### src/common/fpcs_pkg.sv
// Shared constants and types of the flash command sequencer host.
package fpcs_pkg;
	localparam int ADDR_W = 24;
	localparam int DATA_W = 16;
	localparam int CNT_W = 8;
	// Command codes written on the low data byte.
	localparam logic [7:0] CMD_BUF_PROG = 8'hE8;
	localparam logic [7:0] CMD_CONFIRM = 8'hD0;
	localparam logic [7:0] CMD_WORD_PROG = 8'h40;
	localparam logic [7:0] CMD_SUSPEND = 8'hB0;
	localparam logic [7:0] CMD_READ_ARRAY = 8'hFF;
	localparam logic [7:0] CMD_ERASE = 8'h20;
	localparam logic [7:0] CMD_LOCK_SETUP = 8'h60;
	localparam logic [7:0] CMD_LOCK_CONFIRM = 8'h01;
	localparam logic [7:0] CMD_CLEAR_STATUS = 8'h50;
	localparam int BUF_AVAIL_BIT = 7;
	localparam logic [CNT_W-1:0] CNT_MAX_BYTE = 8'h1F;
	localparam logic [CNT_W-1:0] CNT_MAX_WORD = 8'h0F;
	localparam int ALIGN_BITS = 5;
	// Bus cycle timing; cycle counts round up to whole clocks.
	localparam int CLK_PERIOD_NS = 8;
	localparam int T_SETUP_NS = 20;
	localparam int T_STROBE_NS = 70;
	localparam int T_HOLD_NS = 20;
	localparam logic [7:0] SETUP_CYC = 8'((T_SETUP_NS + CLK_PERIOD_NS - 1) / CLK_PERIOD_NS);
	localparam logic [7:0] STROBE_CYC = 8'((T_STROBE_NS + CLK_PERIOD_NS - 1) / CLK_PERIOD_NS);
	localparam logic [7:0] HOLD_CYC = 8'((T_HOLD_NS + CLK_PERIOD_NS - 1) / CLK_PERIOD_NS);
	typedef enum logic [3:0] {
		OP_PROGRAM, OP_BUF_PROGRAM, OP_ERASE, OP_LOCK, OP_SUSPEND,
		OP_RESUME, OP_CLEAR, OP_READ_ARRAY, OP_READ
	} fpcs_op_t;
	typedef struct packed {
		logic engine_ready_flag;
		logic suspended_flag;
		logic erase_error_flag;
		logic program_error_flag;
		logic voltage_error_flag;
		logic rsv2;
		logic protect_detect_flag;
		logic rsv0;
	} fpcs_stat_t;
	typedef struct packed {
		fpcs_op_t op;
		logic [ADDR_W-1:0] addr;
		logic [DATA_W-1:0] data;
		logic [CNT_W-1:0] count;
	} fpcs_req_t;
	typedef struct packed {
		logic wr;
		logic [ADDR_W-1:0] addr;
		logic [DATA_W-1:0] wdata;
	} fpcs_cyc_t;
endpackage

### src/hdl/fpcs_bus_cycle.sv
// One asynchronous flash read or write cycle on the device pins.
`timescale 1ns/1ps
module fpcs_bus_cycle (
	// Clock and reset
	input wire logic core_clk,
	input wire logic rstn,
	// Cycle request
	input wire logic start,
	input wire fpcs_pkg::fpcs_cyc_t cyc,
	output logic idle,
	output logic done,
	output logic [fpcs_pkg::DATA_W-1:0] rdata,
	// Device pins
	output logic [fpcs_pkg::ADDR_W-1:0] flash_addr,
	output logic [fpcs_pkg::DATA_W-1:0] flash_dq_o,
	output logic flash_dq_oe,
	input wire logic [fpcs_pkg::DATA_W-1:0] flash_dq_i,
	output logic flash_ce_n,
	output logic flash_oe_n,
	output logic flash_we_n
);
	typedef enum logic [1:0] {B_IDLE, B_SETUP, B_STROBE, B_HOLD} fpcs_bst_t;
	fpcs_bst_t st_r;
	logic [7:0] cnt_r;
	fpcs_pkg::fpcs_cyc_t cyc_r;
	logic [fpcs_pkg::DATA_W-1:0] dq_s1_r;
	logic [fpcs_pkg::DATA_W-1:0] dq_s2_r;

	assign idle = (st_r == B_IDLE);
	assign flash_addr = cyc_r.addr;
	assign flash_dq_o = cyc_r.wdata;

	always_ff @(posedge core_clk or negedge rstn)
	begin
		if (!rstn)
		begin
			dq_s1_r <= '0;
			dq_s2_r <= '0;
		end
		else
		begin
			dq_s1_r <= flash_dq_i;
			dq_s2_r <= dq_s1_r;
		end
	end

	// Each read drops output enable afresh, so status is refreshed on every poll.
	always_ff @(posedge core_clk or negedge rstn)
	begin
		if (!rstn)
		begin
			st_r <= B_IDLE;
			cnt_r <= 8'h00;
			cyc_r <= '0;
			flash_ce_n <= 1'b1;
			flash_oe_n <= 1'b1;
			flash_we_n <= 1'b1;
			flash_dq_oe <= 1'b0;
			done <= 1'b0;
			rdata <= '0;
		end
		else
		begin
			done <= 1'b0;
			case (st_r)
				B_IDLE:
					if (start)
					begin
						cyc_r <= cyc;
						flash_ce_n <= 1'b0;
						flash_dq_oe <= cyc.wr;
						cnt_r <= fpcs_pkg::SETUP_CYC - 8'h01;
						st_r <= B_SETUP;
					end
				B_SETUP:
					if (cnt_r == 8'h00)
					begin
						flash_we_n <= !cyc_r.wr;
						flash_oe_n <= cyc_r.wr;
						cnt_r <= fpcs_pkg::STROBE_CYC - 8'h01;
						st_r <= B_STROBE;
					end
					else
						cnt_r <= cnt_r - 8'h01;
				B_STROBE:
					if (cnt_r == 8'h00)
					begin
						rdata <= dq_s2_r;
						flash_we_n <= 1'b1;
						flash_oe_n <= 1'b1;
						cnt_r <= fpcs_pkg::HOLD_CYC - 8'h01;
						st_r <= B_HOLD;
					end
					else
						cnt_r <= cnt_r - 8'h01;
				B_HOLD:
					if (cnt_r == 8'h00)
					begin
						flash_ce_n <= 1'b1;
						flash_dq_oe <= 1'b0;
						done <= 1'b1;
						st_r <= B_IDLE;
					end
					else
						cnt_r <= cnt_r - 8'h01;
				default:
					st_r <= B_IDLE;
			endcase
		end
	end
endmodule

### src/hdl/fpcs_host_ctrl.sv
// Host sequencer that issues flash program, erase, lock and suspend commands.
`timescale 1ns/1ps
module fpcs_host_ctrl #(
	parameter logic [7:0] BUF_MAX_CNT = fpcs_pkg::CNT_MAX_WORD
) (
	// Clock and reset
	input wire logic core_clk,
	input wire logic rstn,
	// Order port
	input wire logic req_valid,
	output logic req_ready,
	input wire fpcs_pkg::fpcs_req_t req,
	// Buffer data stream
	input wire logic buf_valid,
	output logic buf_ready,
	input wire logic [fpcs_pkg::ADDR_W-1:0] buf_addr,
	input wire logic [fpcs_pkg::DATA_W-1:0] buf_data,
	// Results
	output logic done,
	output logic refused,
	output logic buf_unaligned,
	output fpcs_pkg::fpcs_stat_t status,
	output logic [fpcs_pkg::DATA_W-1:0] rdata,
	// Device pins
	output logic [fpcs_pkg::ADDR_W-1:0] flash_addr,
	output logic [fpcs_pkg::DATA_W-1:0] flash_dq_o,
	output logic flash_dq_oe,
	input wire logic [fpcs_pkg::DATA_W-1:0] flash_dq_i,
	output logic flash_ce_n,
	output logic flash_oe_n,
	output logic flash_we_n
);
	typedef enum logic [3:0] {
		S_IDLE, S_CMD, S_XSR, S_CNT, S_DATA, S_CONF, S_POLL, S_CLR, S_RD
	} fpcs_st_t;

	if (BUF_MAX_CNT > fpcs_pkg::CNT_MAX_BYTE)
	begin : g_bad_cnt
		$error("BUF_MAX_CNT exceeds the byte mode limit");
	end

	fpcs_st_t state_r;
	fpcs_pkg::fpcs_op_t op_r;
	logic [fpcs_pkg::ADDR_W-1:0] addr_r;
	logic [fpcs_pkg::DATA_W-1:0] data_r;
	logic [7:0] cnt_r;
	logic pend_r;
	logic susp_ok_r;
	logic first_r;
	logic [7:0] last_code_r;
	logic bus_go;
	logic bus_start;
	logic bus_idle;
	logic bus_done;
	logic susp_take;
	logic [fpcs_pkg::DATA_W-1:0] bus_rdata;
	fpcs_pkg::fpcs_cyc_t cyc;
	fpcs_pkg::fpcs_stat_t rd_stat;

	function automatic logic [7:0] cmd_of(input fpcs_pkg::fpcs_op_t op);
		case (op)
			fpcs_pkg::OP_PROGRAM: cmd_of = fpcs_pkg::CMD_WORD_PROG;
			fpcs_pkg::OP_BUF_PROGRAM: cmd_of = fpcs_pkg::CMD_BUF_PROG;
			fpcs_pkg::OP_ERASE: cmd_of = fpcs_pkg::CMD_ERASE;
			fpcs_pkg::OP_LOCK: cmd_of = fpcs_pkg::CMD_LOCK_SETUP;
			fpcs_pkg::OP_SUSPEND: cmd_of = fpcs_pkg::CMD_SUSPEND;
			fpcs_pkg::OP_RESUME: cmd_of = fpcs_pkg::CMD_CONFIRM;
			fpcs_pkg::OP_CLEAR: cmd_of = fpcs_pkg::CMD_CLEAR_STATUS;
			default: cmd_of = fpcs_pkg::CMD_READ_ARRAY;
		endcase
	endfunction

	assign rd_stat = fpcs_pkg::fpcs_stat_t'(bus_rdata[7:0]);
	// A suspend may cut into a running program or erase poll.
	assign susp_take = (state_r == S_POLL) && susp_ok_r && !pend_r && req_valid
		&& (req.op == fpcs_pkg::OP_SUSPEND);
	// Orders other than suspend wait for the idle state.
	assign req_ready = (state_r == S_IDLE) || susp_take;
	assign bus_start = bus_go && bus_idle;
	assign buf_ready = (state_r == S_DATA) && (op_r == fpcs_pkg::OP_BUF_PROGRAM) && bus_done;

	always_comb
	begin
		cyc = '{wr: 1'b1, addr: addr_r, wdata: {8'h00, cmd_of(op_r)}};
		bus_go = !pend_r;
		case (state_r)
			S_CMD: ;
			S_XSR, S_RD: cyc.wr = 1'b0;
			S_POLL:
			begin
				cyc.wr = 1'b0;
				bus_go = !pend_r && !susp_take;
			end
			S_CNT: cyc.wdata = {8'h00, cnt_r};
			S_DATA:
				if (op_r == fpcs_pkg::OP_BUF_PROGRAM)
				begin
					// The first data address sets where the buffer lands.
					cyc.addr = buf_addr;
					cyc.wdata = buf_data;
					bus_go = !pend_r && buf_valid;
				end
				else
					cyc.wdata = data_r;
			S_CONF:
				cyc.wdata = {8'h00, (op_r == fpcs_pkg::OP_LOCK) ?
					fpcs_pkg::CMD_LOCK_CONFIRM : fpcs_pkg::CMD_CONFIRM};
			S_CLR: cyc.wdata = {8'h00, fpcs_pkg::CMD_CLEAR_STATUS};
			default: bus_go = 1'b0;
		endcase
	end

	always_ff @(posedge core_clk or negedge rstn)
	begin
		if (!rstn)
		begin
			pend_r <= 1'b0;
			last_code_r <= 8'h00;
		end
		else
		begin
			if (bus_start)
				pend_r <= 1'b1;
			else if (bus_done)
				pend_r <= 1'b0;
			if (bus_start && cyc.wr)
				last_code_r <= cyc.wdata[7:0];
		end
	end

	always_ff @(posedge core_clk or negedge rstn)
	begin
		if (!rstn)
			buf_unaligned <= 1'b0;
		else if (state_r == S_IDLE && req_valid)
			buf_unaligned <= 1'b0;
		else if (bus_start && state_r == S_DATA && first_r && op_r == fpcs_pkg::OP_BUF_PROGRAM)
			buf_unaligned <= |buf_addr[fpcs_pkg::ALIGN_BITS-1:0];
	end

	always_ff @(posedge core_clk or negedge rstn)
	begin
		if (!rstn)
		begin
			state_r <= S_IDLE;
			op_r <= fpcs_pkg::OP_READ_ARRAY;
			addr_r <= '0;
			data_r <= '0;
			cnt_r <= 8'h00;
			susp_ok_r <= 1'b0;
			first_r <= 1'b0;
			done <= 1'b0;
			refused <= 1'b0;
			status <= '0;
			rdata <= '0;
		end
		else
		begin
			done <= 1'b0;
			refused <= 1'b0;
			case (state_r)
				S_IDLE:
					if (req_valid)
					begin
						op_r <= req.op;
						addr_r <= req.addr;
						data_r <= req.data;
						cnt_r <= req.count;
						susp_ok_r <= 1'b0;
						if (req.op == fpcs_pkg::OP_BUF_PROGRAM && req.count > BUF_MAX_CNT)
						begin
							refused <= 1'b1;
							done <= 1'b1;
						end
						else if (req.op == fpcs_pkg::OP_READ)
							state_r <= S_RD;
						else
							state_r <= S_CMD;
					end
				S_CMD:
					if (bus_done)
						case (op_r)
							fpcs_pkg::OP_PROGRAM: state_r <= S_DATA;
							fpcs_pkg::OP_BUF_PROGRAM: state_r <= S_XSR;
							fpcs_pkg::OP_ERASE, fpcs_pkg::OP_LOCK: state_r <= S_CONF;
							fpcs_pkg::OP_RESUME:
							begin
								susp_ok_r <= 1'b1;
								state_r <= S_POLL;
							end
							fpcs_pkg::OP_SUSPEND: state_r <= S_POLL;
							default:
							begin
								done <= 1'b1;
								state_r <= S_IDLE;
							end
						endcase
				S_XSR:
					if (bus_done)
						state_r <= bus_rdata[fpcs_pkg::BUF_AVAIL_BIT] ? S_CNT : S_CMD;
				S_CNT:
					if (bus_done)
					begin
						first_r <= 1'b1;
						state_r <= S_DATA;
					end
				S_DATA:
					if (bus_done)
					begin
						first_r <= 1'b0;
						if (op_r != fpcs_pkg::OP_BUF_PROGRAM)
						begin
							susp_ok_r <= 1'b1;
							state_r <= S_POLL;
						end
						else if (cnt_r == 8'h00)
							state_r <= S_CONF;
						else
							cnt_r <= cnt_r - 8'h01;
					end
				S_CONF:
					if (bus_done)
					begin
						susp_ok_r <= (op_r != fpcs_pkg::OP_LOCK);
						state_r <= S_POLL;
					end
				S_POLL:
					if (susp_take)
					begin
						op_r <= fpcs_pkg::OP_SUSPEND;
						susp_ok_r <= 1'b0;
						state_r <= S_CMD;
					end
					else if (bus_done)
					begin
						status <= rd_stat;
						if (rd_stat.engine_ready_flag)
						begin
							if (rd_stat.program_error_flag && rd_stat.erase_error_flag)
								state_r <= S_CLR;
							else
							begin
								done <= 1'b1;
								state_r <= S_IDLE;
							end
						end
					end
				S_CLR:
					if (bus_done)
					begin
						done <= 1'b1;
						state_r <= S_IDLE;
					end
				S_RD:
					if (bus_done)
					begin
						rdata <= bus_rdata;
						done <= 1'b1;
						state_r <= S_IDLE;
					end
				default:
					state_r <= S_IDLE;
			endcase
		end
	end

	fpcs_bus_cycle u_cyc (
		.core_clk(core_clk),
		.rstn(rstn),
		.start(bus_start),
		.cyc(cyc),
		.idle(bus_idle),
		.done(bus_done),
		.rdata(bus_rdata),
		.flash_addr(flash_addr),
		.flash_dq_o(flash_dq_o),
		.flash_dq_oe(flash_dq_oe),
		.flash_dq_i(flash_dq_i),
		.flash_ce_n(flash_ce_n),
		.flash_oe_n(flash_oe_n),
		.flash_we_n(flash_we_n)
	);
endmodule

### config.mk
export PLATFORM = sky130hd
export DESIGN_NAME = fpcs_host_ctrl
export DESIGN_NICKNAME = d
export VERILOG_FILES = /design/src/common/fpcs_pkg.sv /design/src/hdl/fpcs_bus_cycle.sv /design/src/hdl/fpcs_host_ctrl.sv
export SDC_FILE = /design/constraint.sdc
export NUM_CORES = 1
export LEC_CHECK = 0
export BUFFER_PORTS_ARGS = -buffer_cell sky130_fd_sc_hd__buf_2
export CORE_AREA = 2 2 110 191
export DETAILED_ROUTE_END_ITERATION = 10
export DIE_AREA = 0 0 112 193
export PLACE_DENSITY = 0.77
export SLEW_MARGIN = 5
export SYNTH_ARGS = -nofsm -noshare
export SYNTH_HDL_FRONTEND = slang
export SYNTH_HIERARCHICAL = 1
export SYNTH_SLANG_ARGS = --single-unit
### constraint.sdc
create_clock -name core_clk -period 3.2 [get_ports core_clk]
set_input_delay 0 -clock core_clk [delete_from_list [all_inputs] [get_ports core_clk]]
set_output_delay 0 -clock core_clk [all_outputs]
set_load 0.03 [all_outputs]
# After elaboration in Yosys (flattened, before gate mapping)
# Index checks and enable logic that the tools add are counted.
[word_totals] in_bits=112 register_bits=190 output_inout_bits=73 wordCells=215
[classes] add_sub_neg=2 magnitude_cmp=1 n_eq_ne=43 n_reduce_logical=53 mux=82 bitwise_logic=1
[ops] operator="two-way mux 8 bit" count=9
[ops] operator="two-way mux 4 bit" count=16
[ops] operator="one-hot mux 16 bit (4 select lines)" count=1
[ops] operator="one-hot mux 8 bit (7 select lines)" count=1
[ops] operator="two-way mux 24 bit" count=2
[ops] operator="equality test 4 x 3 -> 1 bit, second input constant" count=8
[ops] operator="two-way mux 1 bit" count=32
[ops] operator="one-hot mux 4 bit (8 select lines)" count=1
[ops] operator="one-hot mux 8 bit (4 select lines)" count=1
[ops] operator="!= test 2 x 1 -> 1 bit, second input constant" count=10
[ops] operator="equality test 4 x 2 -> 1 bit, second input constant" count=4
[ops] operator="zero test 8 bit" count=2
[ops] operator="two-way mux 16 bit" count=1
[ops] operator="!= test 2 bit, second input constant" count=8
[ops] operator="one-hot mux 8 bit (2 select lines)" count=1
[ops] operator="subtractor 8 x 1 -> 8 bit, second input constant" count=2
[ops] operator="logical AND 1 bit" count=15
[ops] operator="AND reduction 3 bit" count=5
[ops] operator="nonzero test 2 bit" count=7
[ops] operator="equality test 4 x 1 -> 1 bit, second input constant" count=3
[ops] operator="one-hot mux 3 bit (4 select lines)" count=1
[ops] operator="OR reduction 6 bit" count=2
[ops] operator="AND reduction 11 bit" count=1
[ops] operator="two-way mux 2 bit" count=5
[ops] operator="other kinds (28)" count=44

# Depth between registers and ports, before layout
# Gate-level depths: netlist of run 1.
[depth] depth_word=14 ltp_mapped=9 ltp_nobuf=7

# By module
# Netlist of run 1, hierarchy kept.
[by_module_without_submodules] module="fpcs_host_ctrl" cells_each=524 n_inst=1 seq_area_each_um2=2155.8 area_per_inst_um2=4682.0
[by_module_without_submodules] module="fpcs_bus_cycle" cells_each=291 n_inst=1 seq_area_each_um2=2606.2 area_per_inst_um2=4204.0

# Worst setup path after synthesis of run 1
# No wires, ideal clock.
[synth_path] path_type="register to register" start="register op_r[0]" end="register u_cyc/cyc_r[40] in the netlist's numbering" path_slack_ns=0.460 path_buffers=3 path_stages_with_launch=9 required_ns=3.075 synth_period_minus_slack_ns=2.740 arrival_ns=2.616 path_cell_list="dfstp_2 -> buf_2 -> or4b_1 -> buf_2 -> o21ai_1 -> a41oi_1 -> nand2_1 -> buf_1 -> mux2_2"
[synth_via] elab_chain_len=5
[synth_lines] item="from (decl)" line_no="fpcs_host_ctrl.sv:43" source="fpcs_pkg::fpcs_op_t op_r;"
[synth_lines] item="from (signal assigned)" line_no="fpcs_host_ctrl.sv:146" source="op_r <= fpcs_pkg::OP_READ_ARRAY;"
[synth_lines] item="from (signal assigned)" line_no="fpcs_host_ctrl.sv:165" source="op_r <= req.op;"
[synth_lines] item="from (signal assigned)" line_no="fpcs_host_ctrl.sv:230" source="op_r <= fpcs_pkg::OP_SUSPEND;"
[synth_lines] item="equality test 4 x 1 -> 1 bit" line_no="fpcs_host_ctrl.sv:96" source="if (op_r == fpcs_pkg::OP_BUF_PROGRAM)"
[synth_lines] item="two-way mux 1 bit" line_no="fpcs_host_ctrl.sv:96"
[synth_lines] item="one-hot mux 1 bit (3 select lines)" line_no="fpcs_host_ctrl.sv:86" source="case (state_r)"
[synth_lines] item="logical AND 1 bit" line_no="fpcs_host_ctrl.sv:79" source="assign bus_start = bus_go && bus_idle;"
[synth_lines] item="named net bus_start" line_no="fpcs_host_ctrl.sv:52" source="logic bus_start;"
[synth_lines] item="AND reduction 2 bit (no source line)"
[synth_lines] item="to (signal assigned)" line_no="fpcs_bus_cycle.sv:69" source="cyc_r <= cyc;"
[synth_lines] item="to (decl)" line_no="fpcs_bus_cycle.sv:25" source="fpcs_pkg::fpcs_cyc_t cyc_r;"
# The timed path passes the listed nets, and every way through them passes these cells.
# A chain may end at the register's enable or synchronous reset.

# Worst setup path in the final report of run 1
[layout_path] start="register op_r[0]" end="register u_cyc.cyc_r, in the netlist u_cyc/flash_addr[13]"
# The elaborated chain is that of the path after synthesis.

==> metrics.md, run 1 <==
| Metric | Value |
|---|---|
| Outcome | `finished, final reports clean` |
| Worst vdd rail ir drop | `0.500 mV` |
| Worst hold start | `buf_data[1]` |
| Max H-tree Level | `4` |
| Tot Pwr | `4.88 mW` |
| Area of the core | `20200 um^2` |
| Maximum fanout along the worst path | `30` |
| Initial DRC Count | `433` |
| DRC viols | `0` |
| CP top delay family | `buffers and inverters` |
| Netlist cell types | `68` |
| Placer Congestion | `0.939` |
| Congestion Overflow GR | `0` |
| Max-cap violations | `0` |
| DR vias | `6990` |
| RSZ-0062 raised after global routing | `no` |
| Post-Synthesis Cell Area | `8890 um^2` |
| Final setup fails | `0` |
| Count of flip-flops with a built-in enable after synthesis | `0` |
| Clock latency at the later pin of the worst-skew pair | `0.44 ns` |
| FMAX | `372 MHz` |
| CP required | `3.52 ns` |
| Hold Crit Class | `primary input to flip-flop` |
| Commonest non-fill, non-tap cell in the layout | `dfrtp_1` |
| Slew HR | `51.5%` |
| CP startpoint | `op_r[0]` |
| Initial DRT Pass Iterations | `5` |
| GRT Resource Usage Total | `21.7%` |
| YS warnings | `6` |
| Final wirelength | `22.9 mm` |
| Pwr Density | `424 nW/um^2` |
| Synthesis-to-layout area growth | `29.5%` |
| RR Startpoint | `op_r[0]` |
| # hold bufs at CTS | `107` |
| Syn avg cell area | `10.9 um^2` |
| Num ports | `185` |
| DP HPWL | `14.8 mm` |
| Fill cells | `1692` |
| Number of global-route vias before repair | `7455` |
| Nets@finish | `1185` |
| Most frequent cells in the layout | `dfrtp_1 (184), buf_2 (183), nand2_1 (162)` |
| Postcts setup bufs | `0` |
| Worst Path Arrival | `3.01 ns` |
| Routed wire per std cell | `17.2 um` |
| Mapped Cells | `815` |
| Crit Path Class | `flip-flop to flip-flop` |
| CP most frequent cell | `buf_4` |
| Cts repair resizes | `0` |
| Clk_skew | `0.0113 ns` |
| Vias/cell | `5.27` |
| Buf/Inv on CP | `2` |
| Final core occ | `57.0%` |
| Chip Width | `112 um` |
| Hold WS | `0.00926 ns` |
| #FFs+latches synth | `190` |
| Static Leak | `5.90 nW` |
| I/O Buffers | `184` |
| Final hold vios | `0` |
| Pins Over Slew Limit | `0` |
| Register area share after synthesis | `53.6%` |
| Worst path cell trace | `or4b_1 -> o21ai_1 -> a41oi_1 -> buf_4 -> nand2_2 -> buf_4 -> mux2_2` |
| Clock root cell | `clkbuf_16` |
| FFs w/ async S/R, synth | `100%` |
| Post-synth net total | `935` |
| Critical Path Start Type | `flip-flop` |
| Clock Sinks | `190` |
| First-pass GRT wire length | `37.3 mm` |
| CTS tree | `built` |
| Setup TNS | `0 ns` |
| Die height | `193 um` |
| Rows | `69` |
| Reg2Reg Setup Slack | `0.51 ns` |
| Die area | `21600 um^2` |
| Slowest-stage cell, CP | `dfstp_2` |
| Critical Path Sink Type | `flip-flop` |
| Initial core utilization | `44.0%` |
| Post-route minimum period | `2.69 ns` |
| Worst-Margin Slew | `0.725 ns` |
| Inserted Clock Buffers | `17` |
| Proportion of layout cells with a drive suffix above 1 | `34.4%` |
| Clock-pin slew on the worst setup and hold paths | `0.07 ns` |
| Bufs on Longest Clock Path | `2` |
| Pin count of the biggest net entering global routing | `93` |
| Pre-CTS WS | `0.530 ns` |
| # diodes | `0` |
| Final ANT Viol Nets | `0` |
| Top_reg_cell synth | `dfrtp_1` |
| Slowest Stage Delay on Critical Path | `0.60 ns` |
| Initial antenna violation count | `0` |
| Setup WS post-layout | `0.513 ns` |
| Tcrit/Tclk final | `84.0%` |
Yosys cell counts (all sizes together), types with 2 or more instances:
cell type | n | area, um^2
or3 | 3 | 18.8
o32ai | 3 | 26.3
and3 | 4 | 25.0
nor3 | 17 | 90.1
o22ai | 3 | 18.8
or2 | 2 | 12.5
o211ai | 2 | 15.0
or4b | 3 | 30.0
and2 | 2 | 12.5
nand3 | 11 | 55.1
clkbuf | 23 | 86.3
nor4b | 6 | 82.6
nor2 | 29 | 109
a31oi | 6 | 37.5
o31ai | 2 | 15.0
a21oi | 44 | 220
or4 | 4 | 30.0
a32oi | 4 | 35.0
o21ai | 29 | 145
inv | 17 | 63.8
nand3b | 3 | 22.5
a211oi | 4 | 35.0
a41oi | 2 | 17.5
dfrtp | 184 | 4600
nand4b | 2 | 17.5
nand2 | 165 | 636
a32o | 3 | 30.0
nor4 | 6 | 37.5
buf | 59 | 409
nor2b | 5 | 31.3
a22oi | 2 | 15.0
nand2b | 6 | 37.5
dfstp | 6 | 158
mux2 | 110 | 1280
o22a | 2 | 20.0
ha | 8 | 100
nor3b | 6 | 50.1
mux2i | 8 | 80.1
a21o | 2 | 15.0
o21bai | 2 | 15.0
worst register-to-register path, cell delays in order, from the launching register on:
cell	delay, ns
dfstp_2	0.60
or4b_1	0.48
o21ai_1	0.16
a41oi_1	0.23
buf_4	0.22
nand2_2	0.07
buf_4	0.40
mux2_2	0.42
worst paths after layout:
check / cells after the start / to
worst max-delay path: 7 / u_cyc/flash_addr[13]
max in group asynchronous: 3 / addr_r[22]
worst min-delay path: 4 / u_cyc/flash_dq_o[1]
worst min register to register: 0 / u_cyc/dq_s2_r[8]
min in group asynchronous: 2 / addr_r[12]
worst max register to register: 7 / u_cyc/flash_addr[13]
power by group:
group	internal, mW	total (mW)	switching, mW
Sequential	2.42	2.43	0.00552
Combinational	0.142	0.240	0.0979
Clock	1.26	2.22	0.953
sequential cells by signal, indices dropped and copies added (netlist names), 2 cells and up:
signal            cells
u_cyc/rdata          16
state_r               4
cnt_r                 8
u_cyc/st_r            2
u_cyc/cnt_r           8
data_r               16
addr_r               24
op_r                  4
u_cyc/dq_s1_r        16
u_cyc/dq_s2_r        16
u_cyc/flash_addr     24
rdata                16
u_cyc/flash_dq_o     16
status                8
area by class of cell:
class	instances	area [um^2]	share of cell area (%)
well taps	248	310	2.70
clock inverters	14	179	1.55
clock buffers	18	439	3.82
flip-flops and latches	190	4760	41.4
inverters	17	63.8	0.554
repair buffers	313	2180	18.9
multi-input cells	526	3580	31.1
per-stage QoR:
step | area [um^2] | instances
final | 11500 | 1326
after global routing | 11500 | 1326
after CTS | 11500 | 1326
after detailed placement | 9820 | 1187
after global placement | 9820 | 1187
after floorplan | 8890 | 815
logic make-up (layout without fill, tap and decap cells):
logic type / Yosys count / count (layout) / synth area share, %
flops: 190 / 190 / 53.6
mux: 118 / 118 / 15.3
compound gates: 120 / 120 / 8.48
xor+xnor: 1 / 1 / 0.0986
fa+ha+maj: 8 / 8 / 1.13
simple gates: 279 / 279 / 15.2
buf+inv: 99 / 362 / 6.29
layer usage:
metal / track usage (%) / share of wire [%] / up-vias
met5: 0 / 0 / -
met4: 11.8 / 4.3 / 0
met3: 4.25 / 4.6 / 65
met2: 39.0 / 53 / 241
met1: 24.3 / 38 / 3390
li1: - / - / 3294
Power figures use the tool's default switching activity.
==> inputs of run 2 (changes only) <==
- ABC_AREA: unset -> 1
- PLACE_DENSITY: 0.77 -> 0.79
- clock period: 3.2 -> 2.3 ns (I/O delays scaled with it)
==> metrics.md, run 2 <==
| Metric | Value |
|---|---|
| Outcome | `finished, final reports clean` |
| Placed insts | `1284` |
| Syn avg cell area | `9.90 um^2` |
| Max-cap violations | `0` |
| Worst-Margin Slew | `0.611 ns` |
| Mapped Cells | `898` |
| Pwr Density | `880 nW/um^2` |
| Buf/Inv on CP | `1` |
| CP required | `2.62 ns` |
| Worst Path Arrival | `2.46 ns` |
| Clock latency at the later pin of the worst-skew pair | `0.44 ns` |
| CP top delay family | `simple AND/OR/NAND/NOR gates` |
| Bufs on Longest Clock Path | `2` |
| Worst path cell trace | `nor2_1 -> nand2_1 -> o21ai_0 -> nand2_1 -> nor2_4 -> nor2_4 -> nand2_2 -> buf_12 -> mux2_2` |
| Maximum fanout along the worst path | `18` |
| Slew HR | `59.2%` |
| RSZ-0062 raised after global routing | `no` |
| Post-synth top area cell | `dfrtp_1` |
| Tot Pwr | `10.2 mW` |
| Proportion of layout cells with a drive suffix above 1 | `32.9%` |
| Die area | `21600 um^2` |
| Pins Over Slew Limit | `0` |
| Nets@finish | `1285` |
| Max H-tree Level | `4` |
| Hold Crit Class | `primary input to flip-flop` |
| Area of the core | `20200 um^2` |
| Initial core utilization | `44.0%` |
| Critical Path Start Type | `flip-flop` |
| Netlist cell types | `45` |
| Post-synth net total | `1018` |
| Static Leak | `6.02 nW` |
| FFs w/ async S/R, synth | `100%` |
| Setup TNS | `0 ns` |
| Final hold vios | `0` |
| Count of flip-flops with a built-in enable after synthesis | `0` |
| Die height | `193 um` |
| Slowest-stage cell, CP | `dfrtp_1` |
| I/O Buffers | `184` |
| Most common cell in the netlist | `nand2_1` |
| Final wirelength | `24.8 mm` |
| DP HPWL | `16.2 mm` |
| #FFs+latches synth | `190` |
| Final setup fails | `0` |
| Initial DRT Pass Iterations | `6` |
| Clock Sinks | `190` |
| Clock root cell | `clkbuf_16` |
| Post-Synthesis Cell Area | `8890 um^2` |
| Worst vdd rail ir drop | `0.588 mV` |
| First-pass GRT wire length | `38.9 mm` |
| Clk_skew | `0.0162 ns` |
| Initial DRC Count | `336` |
| Critical Path Sink Type | `flip-flop` |
| Synthesis-to-layout area growth | `30.3%` |
| Slowest Stage Delay on Critical Path | `0.43 ns` |
| Vias/cell | `5.18` |
| Post-route minimum period | `2.14 ns` |
| Commonest cells post-synth | `nand2_1 (240), dfrtp_1 (184), mux2_2 (89)` |
| Synth top area share | `51.8%` |
| YS warnings | `6` |
| Pin count of the biggest net entering global routing | `68` |
| Most frequent cells in the layout | `nand2_1 (238), dfrtp_1 (183), buf_2 (183)` |
| Register area share after synthesis | `53.6%` |
| DR vias | `7413` |
| Commonest non-fill, non-tap cell in the layout | `nand2_1` |
| GRT Resource Usage Total | `22.9%` |
| DRC viols | `0` |
| Fill cells | `1698` |
| Number of global-route vias before repair | `7825` |
| FMAX | `467 MHz` |
| Initial antenna violation count | `3` |
| Ranking of synthesized cells by area | `dfrtp_1 (52%), mux2_2 (11%), nand2_1 (10%), buf_4 (3.5%), nor2_1 (2.3%)` |
| Routed wire per std cell | `17.3 um` |
| Placer Congestion | `0.898` |
| Top_reg_cell synth | `dfrtp_1` |
| Tcrit/Tclk final | `93.1%` |
| Layout Cells excl Fill | `1430` |
| Clock-pin slew on the worst setup and hold paths | `0.08 ns` |
| Chip Width | `112 um` |
| Congestion Overflow GR | `0` |
| CTS tree | `built` |
| Inserted Clock Buffers | `17` |
| Crit Path Class | `flip-flop to flip-flop` |
| Final ANT Viol Nets | `0` |
| Num ports | `185` |
| Postcts setup bufs | `0` |
| Rows | `69` |
run 2: cell types whose count changed after synthesis, moves of 18 or more:
| cell | before | now |
|---|---|---|
| nand2_1 | 164 | 240 |
| a21oi_1 | 44 | 13 |
| inv_1 | 17 | 46 |
| nand3_1 | 11 | 38 |
| nor2_1 | 29 | 55 |
| clkbuf_1 | 23 | 4 |
| o21ai_1 | 3 | 22 |
| inv_2 | 0 | 18 |
run 2: kinds of logic (layout without fill, tap and decap cells):
group | Yosys count | in the layout | synth area share, %
buf+inv | 131 | 411 | 7.80
xor+xnor | 4 | 4 | 0.394
compound gates | 92 | 92 | 6.48
fa+ha+maj | 8 | 8 | 1.13
mux | 95 | 95 | 12.0
simple gates | 378 | 378 | 18.6
other cells | 0 | 4 | 0
flops | 190 | 190 | 53.6
run 2: worst paths after layout:
| kind | depth (start not counted) | startpoint | slack (ns) | to |
|---|---|---|---|---|
| min | 4 | buf_data[4] | 0.09 | u_cyc/flash_dq_o[4] |
| min reg2reg | 0 | u_cyc/dq_s1_r[12] | 0.35 | u_cyc/dq_s2_r[12] |
| min in group asynchronous | 2 | rstn | 0.10 | status[0] |
| max in group asynchronous | 3 | rstn | 1.35 | op_r[2] |
| max | 9 | op_r[3] | 0.16 | u_cyc/flash_addr[13] |
| max reg2reg | 9 | op_r[3] | 0.16 | u_cyc/flash_addr[13] |
run 2: what timing repair did:
| item | CTS | global route |
|---|---|---|
| hold buffers | 110 | 0 |
| hold endpoints to repair | 173 | 0 |
| endpoints found under the setup margin | 0 | 50 |
| resized for setup | 0 | 6 |
run 2: metal layers:
metal	vias up	GRT usage [%]	wire, um
met2	310	41.1	13300
met4	0	15.7	1550
met1	3565	24.1	8730
met3	112	4.66	1180
li1	3426	-	-
met5	-	0	0
run 2: worst reg2reg max path: stages, from the launching register on:
cell and delay (ns):
dfrtp_1 0.43, nor2_1 0.25, nand2_1 0.14, o21ai_0 0.17, nand2_1 0.12, nor2_4 0.15, nor2_4 0.06, nand2_2 0.13
buf_12 0.18, mux2_2 0.40
run 2: final cells by class:
type                       count  area, um^2  share of cell area, %
tap                          248         310                   2.68
timing repair buffer         314        2220                   19.2
clock buffer                  17         425                   3.67
clock inverter                15         151                   1.31
antenna                        4        10.0                 0.0865
multi-input combinational    577        3450                   29.8
inverter                      65         244                   2.11
sequential                   190        4760                   41.1
run 2: metrics by stage:
stage	area, um^2	utilization (%)	worst slack, ns	hold slack, ns
3_3_place_gp	9870	48.9	0.152	0.0215
2_1_floorplan	8890	-	0.286	-0.296
3_5_place_dp	9870	48.9	0.114	0.0363
6_report	11600	57.3	0.159	0.0939
4_1_cts	11500	57.2	0.0926	0.0752
5_1_grt	11600	57.3	0.00734	0.0844
run 2: where the power goes:
group	total, mW	switching [mW]	internal (mW)
logic	3.07	1.78	1.28
clock network	2.87	1.42	1.44
registers	4.26	0.353	3.90
==> inputs of run 3 (changes only) <==
- CORE_AREA: 2 2 110 191 -> 2 2 132 159
- DIE_AREA: 0 0 112 193 -> 0 0 134 161
==> metrics.md, run 3 (synthesis results as in run 2) <==
| Metric | Value |
|---|---|
| Outcome | `finished, final reports clean` |
| Hold WS | `0.0178 ns` |
| Clock root cell | `clkbuf_16` |
| CTS tree | `built` |
| Dpl cell area | `9880 um^2` |
| Area of the core | `20000 um^2` |
| Worst-Margin Slew | `0.616 ns` |
| Initial DRT Pass Iterations | `6` |
| Congestion Overflow GR | `0` |
| FMAX | `462 MHz` |
| Tcrit/Tclk final | `94.1%` |
| Number of global-route vias before repair | `7490` |
| Critical Path Sink Type | `flip-flop` |
| Die area | `21600 um^2` |
| Pin count of the biggest net entering global routing | `81` |
| Nets@finish | `1280` |
| Hold Crit Class | `primary input to flip-flop` |
| GRT Resource Usage Total | `21.7%` |
| Clock latency at the later pin of the worst-skew pair | `0.43 ns` |
| Setup TNS | `0 ns` |
| Post-route minimum period | `2.17 ns` |
| Clock-pin slew on the worst setup and hold paths | `0.07 ns` |
| DP HPWL | `14.8 mm` |
| Inserted Clock Buffers | `17` |
| Final wirelength | `22.8 mm` |
| Vias/cell | `4.96` |
| Worst Path Arrival | `2.47 ns` |
| Fill cells | `1588` |
| Pwr Density | `890 nW/um^2` |
| Pins Over Slew Limit | `0` |
| First-pass GRT wire length | `36.9 mm` |
| Proportion of layout cells with a drive suffix above 1 | `32.6%` |
| Placed insts | `1298` |
| # diodes | `0` |
| DR vias | `7132` |
| Final setup fails | `0` |
| Commonest non-fill, non-tap cell in the layout | `nand2_1` |
| Critical Path Start Type | `flip-flop` |
| Clock Sinks | `190` |
| Pre-CTS WS | `0.100 ns` |
| Chip Width | `134 um` |
| Initial DRC Count | `518` |
| I/O Buffers | `184` |
| Bufs on Longest Clock Path | `2` |
| Clk_skew | `0.0125 ns` |
| Most frequent cells in the layout | `nand2_1 (238), dfrtp_1 (184), buf_2 (183)` |
| Die height | `161 um` |
| Post-Layout Inst Area | `11600 um^2` |
| Crit Path Class | `flip-flop to flip-flop` |
| Maximum fanout along the worst path | `23` |
| Max H-tree Level | `4` |
| Worst vdd rail ir drop | `0.546 mV` |
| Layout Cells excl Fill | `1438` |
| Max-cap violations | `0` |
| Static Leak | `6.01 nW` |
| DRC viols | `0` |
| Final hold vios | `0` |
| Final ANT Viol Nets | `0` |
| Final core occ | `57.7%` |
| Setup WS post-layout | `0.135 ns` |
| Initial core utilization | `44.3%` |
| Routed wire per std cell | `15.9 um` |
| Initial antenna violation count | `0` |
| Num ports | `185` |
| CP required | `2.60 ns` |
| Placer Congestion | `0.939` |
| Synthesis-to-layout area growth | `30.2%` |
| Slew HR | `58.9%` |
| Rows | `57` |
| Tot Pwr | `10.3 mW` |
## run 3: changes by cell type in the layout (fill, tap and decap cells not counted), sizes merged
| cell | previous run | this run |
|---|---|---|
| clkinvlp | 2 | 1 |
| dlygate4sd3 | 110 | 108 |
| bufinv | 0 | 1 |
| diode | 4 | 0 |
| buf | 203 | 200 |
## run 3: final timing paths
path / from / endpoint / cells past startpoint / slack, ns
worst min-delay path: buf_addr[4] / u_cyc/flash_addr[4] / 4 / 0.02
worst min register to register: u_cyc/dq_s1_r[11] / u_cyc/dq_s2_r[11] / 0 / 0.35
min in group asynchronous: rstn / data_r[10] / 2 / 0.09
worst max register to register: state_r[0] / u_cyc/flash_dq_o[12] / 11 / 0.13
worst max-delay path: state_r[0] / u_cyc/flash_dq_o[12] / 11 / 0.13
max in group asynchronous: rstn / rdata[10] / 3 / 1.41
## run 3: final cells by class
| type | instances | area [um^2] | area share, % |
|---|---|---|---|
| flip-flops and latches | 190 | 4760 | 41.2 |
| inverters | 65 | 244 | 2.11 |
| multi-input cells | 577 | 3450 | 29.8 |
| clock inverters | 15 | 173 | 1.49 |
| well taps | 265 | 332 | 2.87 |
| clock buffers | 17 | 425 | 3.68 |
| repair buffers | 309 | 2190 | 18.9 |
## run 3: power by group
| part | switching (mW) | internal [mW] |
|---|---|---|
| registers | 0.360 | 3.90 |
| clock network | 1.40 | 1.56 |
| logic | 1.77 | 1.31 |
## run 3: worst max-delay path, cell delays in order (launching register included)
cell      delay (ns)
dfrtp_1         0.46
nand2_1         0.10
clkinv_1        0.12
nand2_1         0.10
nand2_1         0.07
nor2_1          0.19
nand2_1         0.12
nor2_4          0.13
nor2_4          0.06
nand2_2         0.13
buf_12          0.19
mux2_2          0.37
## run 3: repair_timing
item,CTS,global route
hold buffers,108,0
endpoints found under the setup margin,0,50
endpoints found under the hold margin,216,0
gates resized for setup,0,4
buffers inserted,0,0
## run 3: per-layer routing
layer	GRT usage, %	share of wire, %	up-vias
met5	0	0	-
met4	10.0	3.6	0
met3	5.21	5.1	61
met2	38.2	52	222
met1	24.8	40	3420
li1	-	-	3429
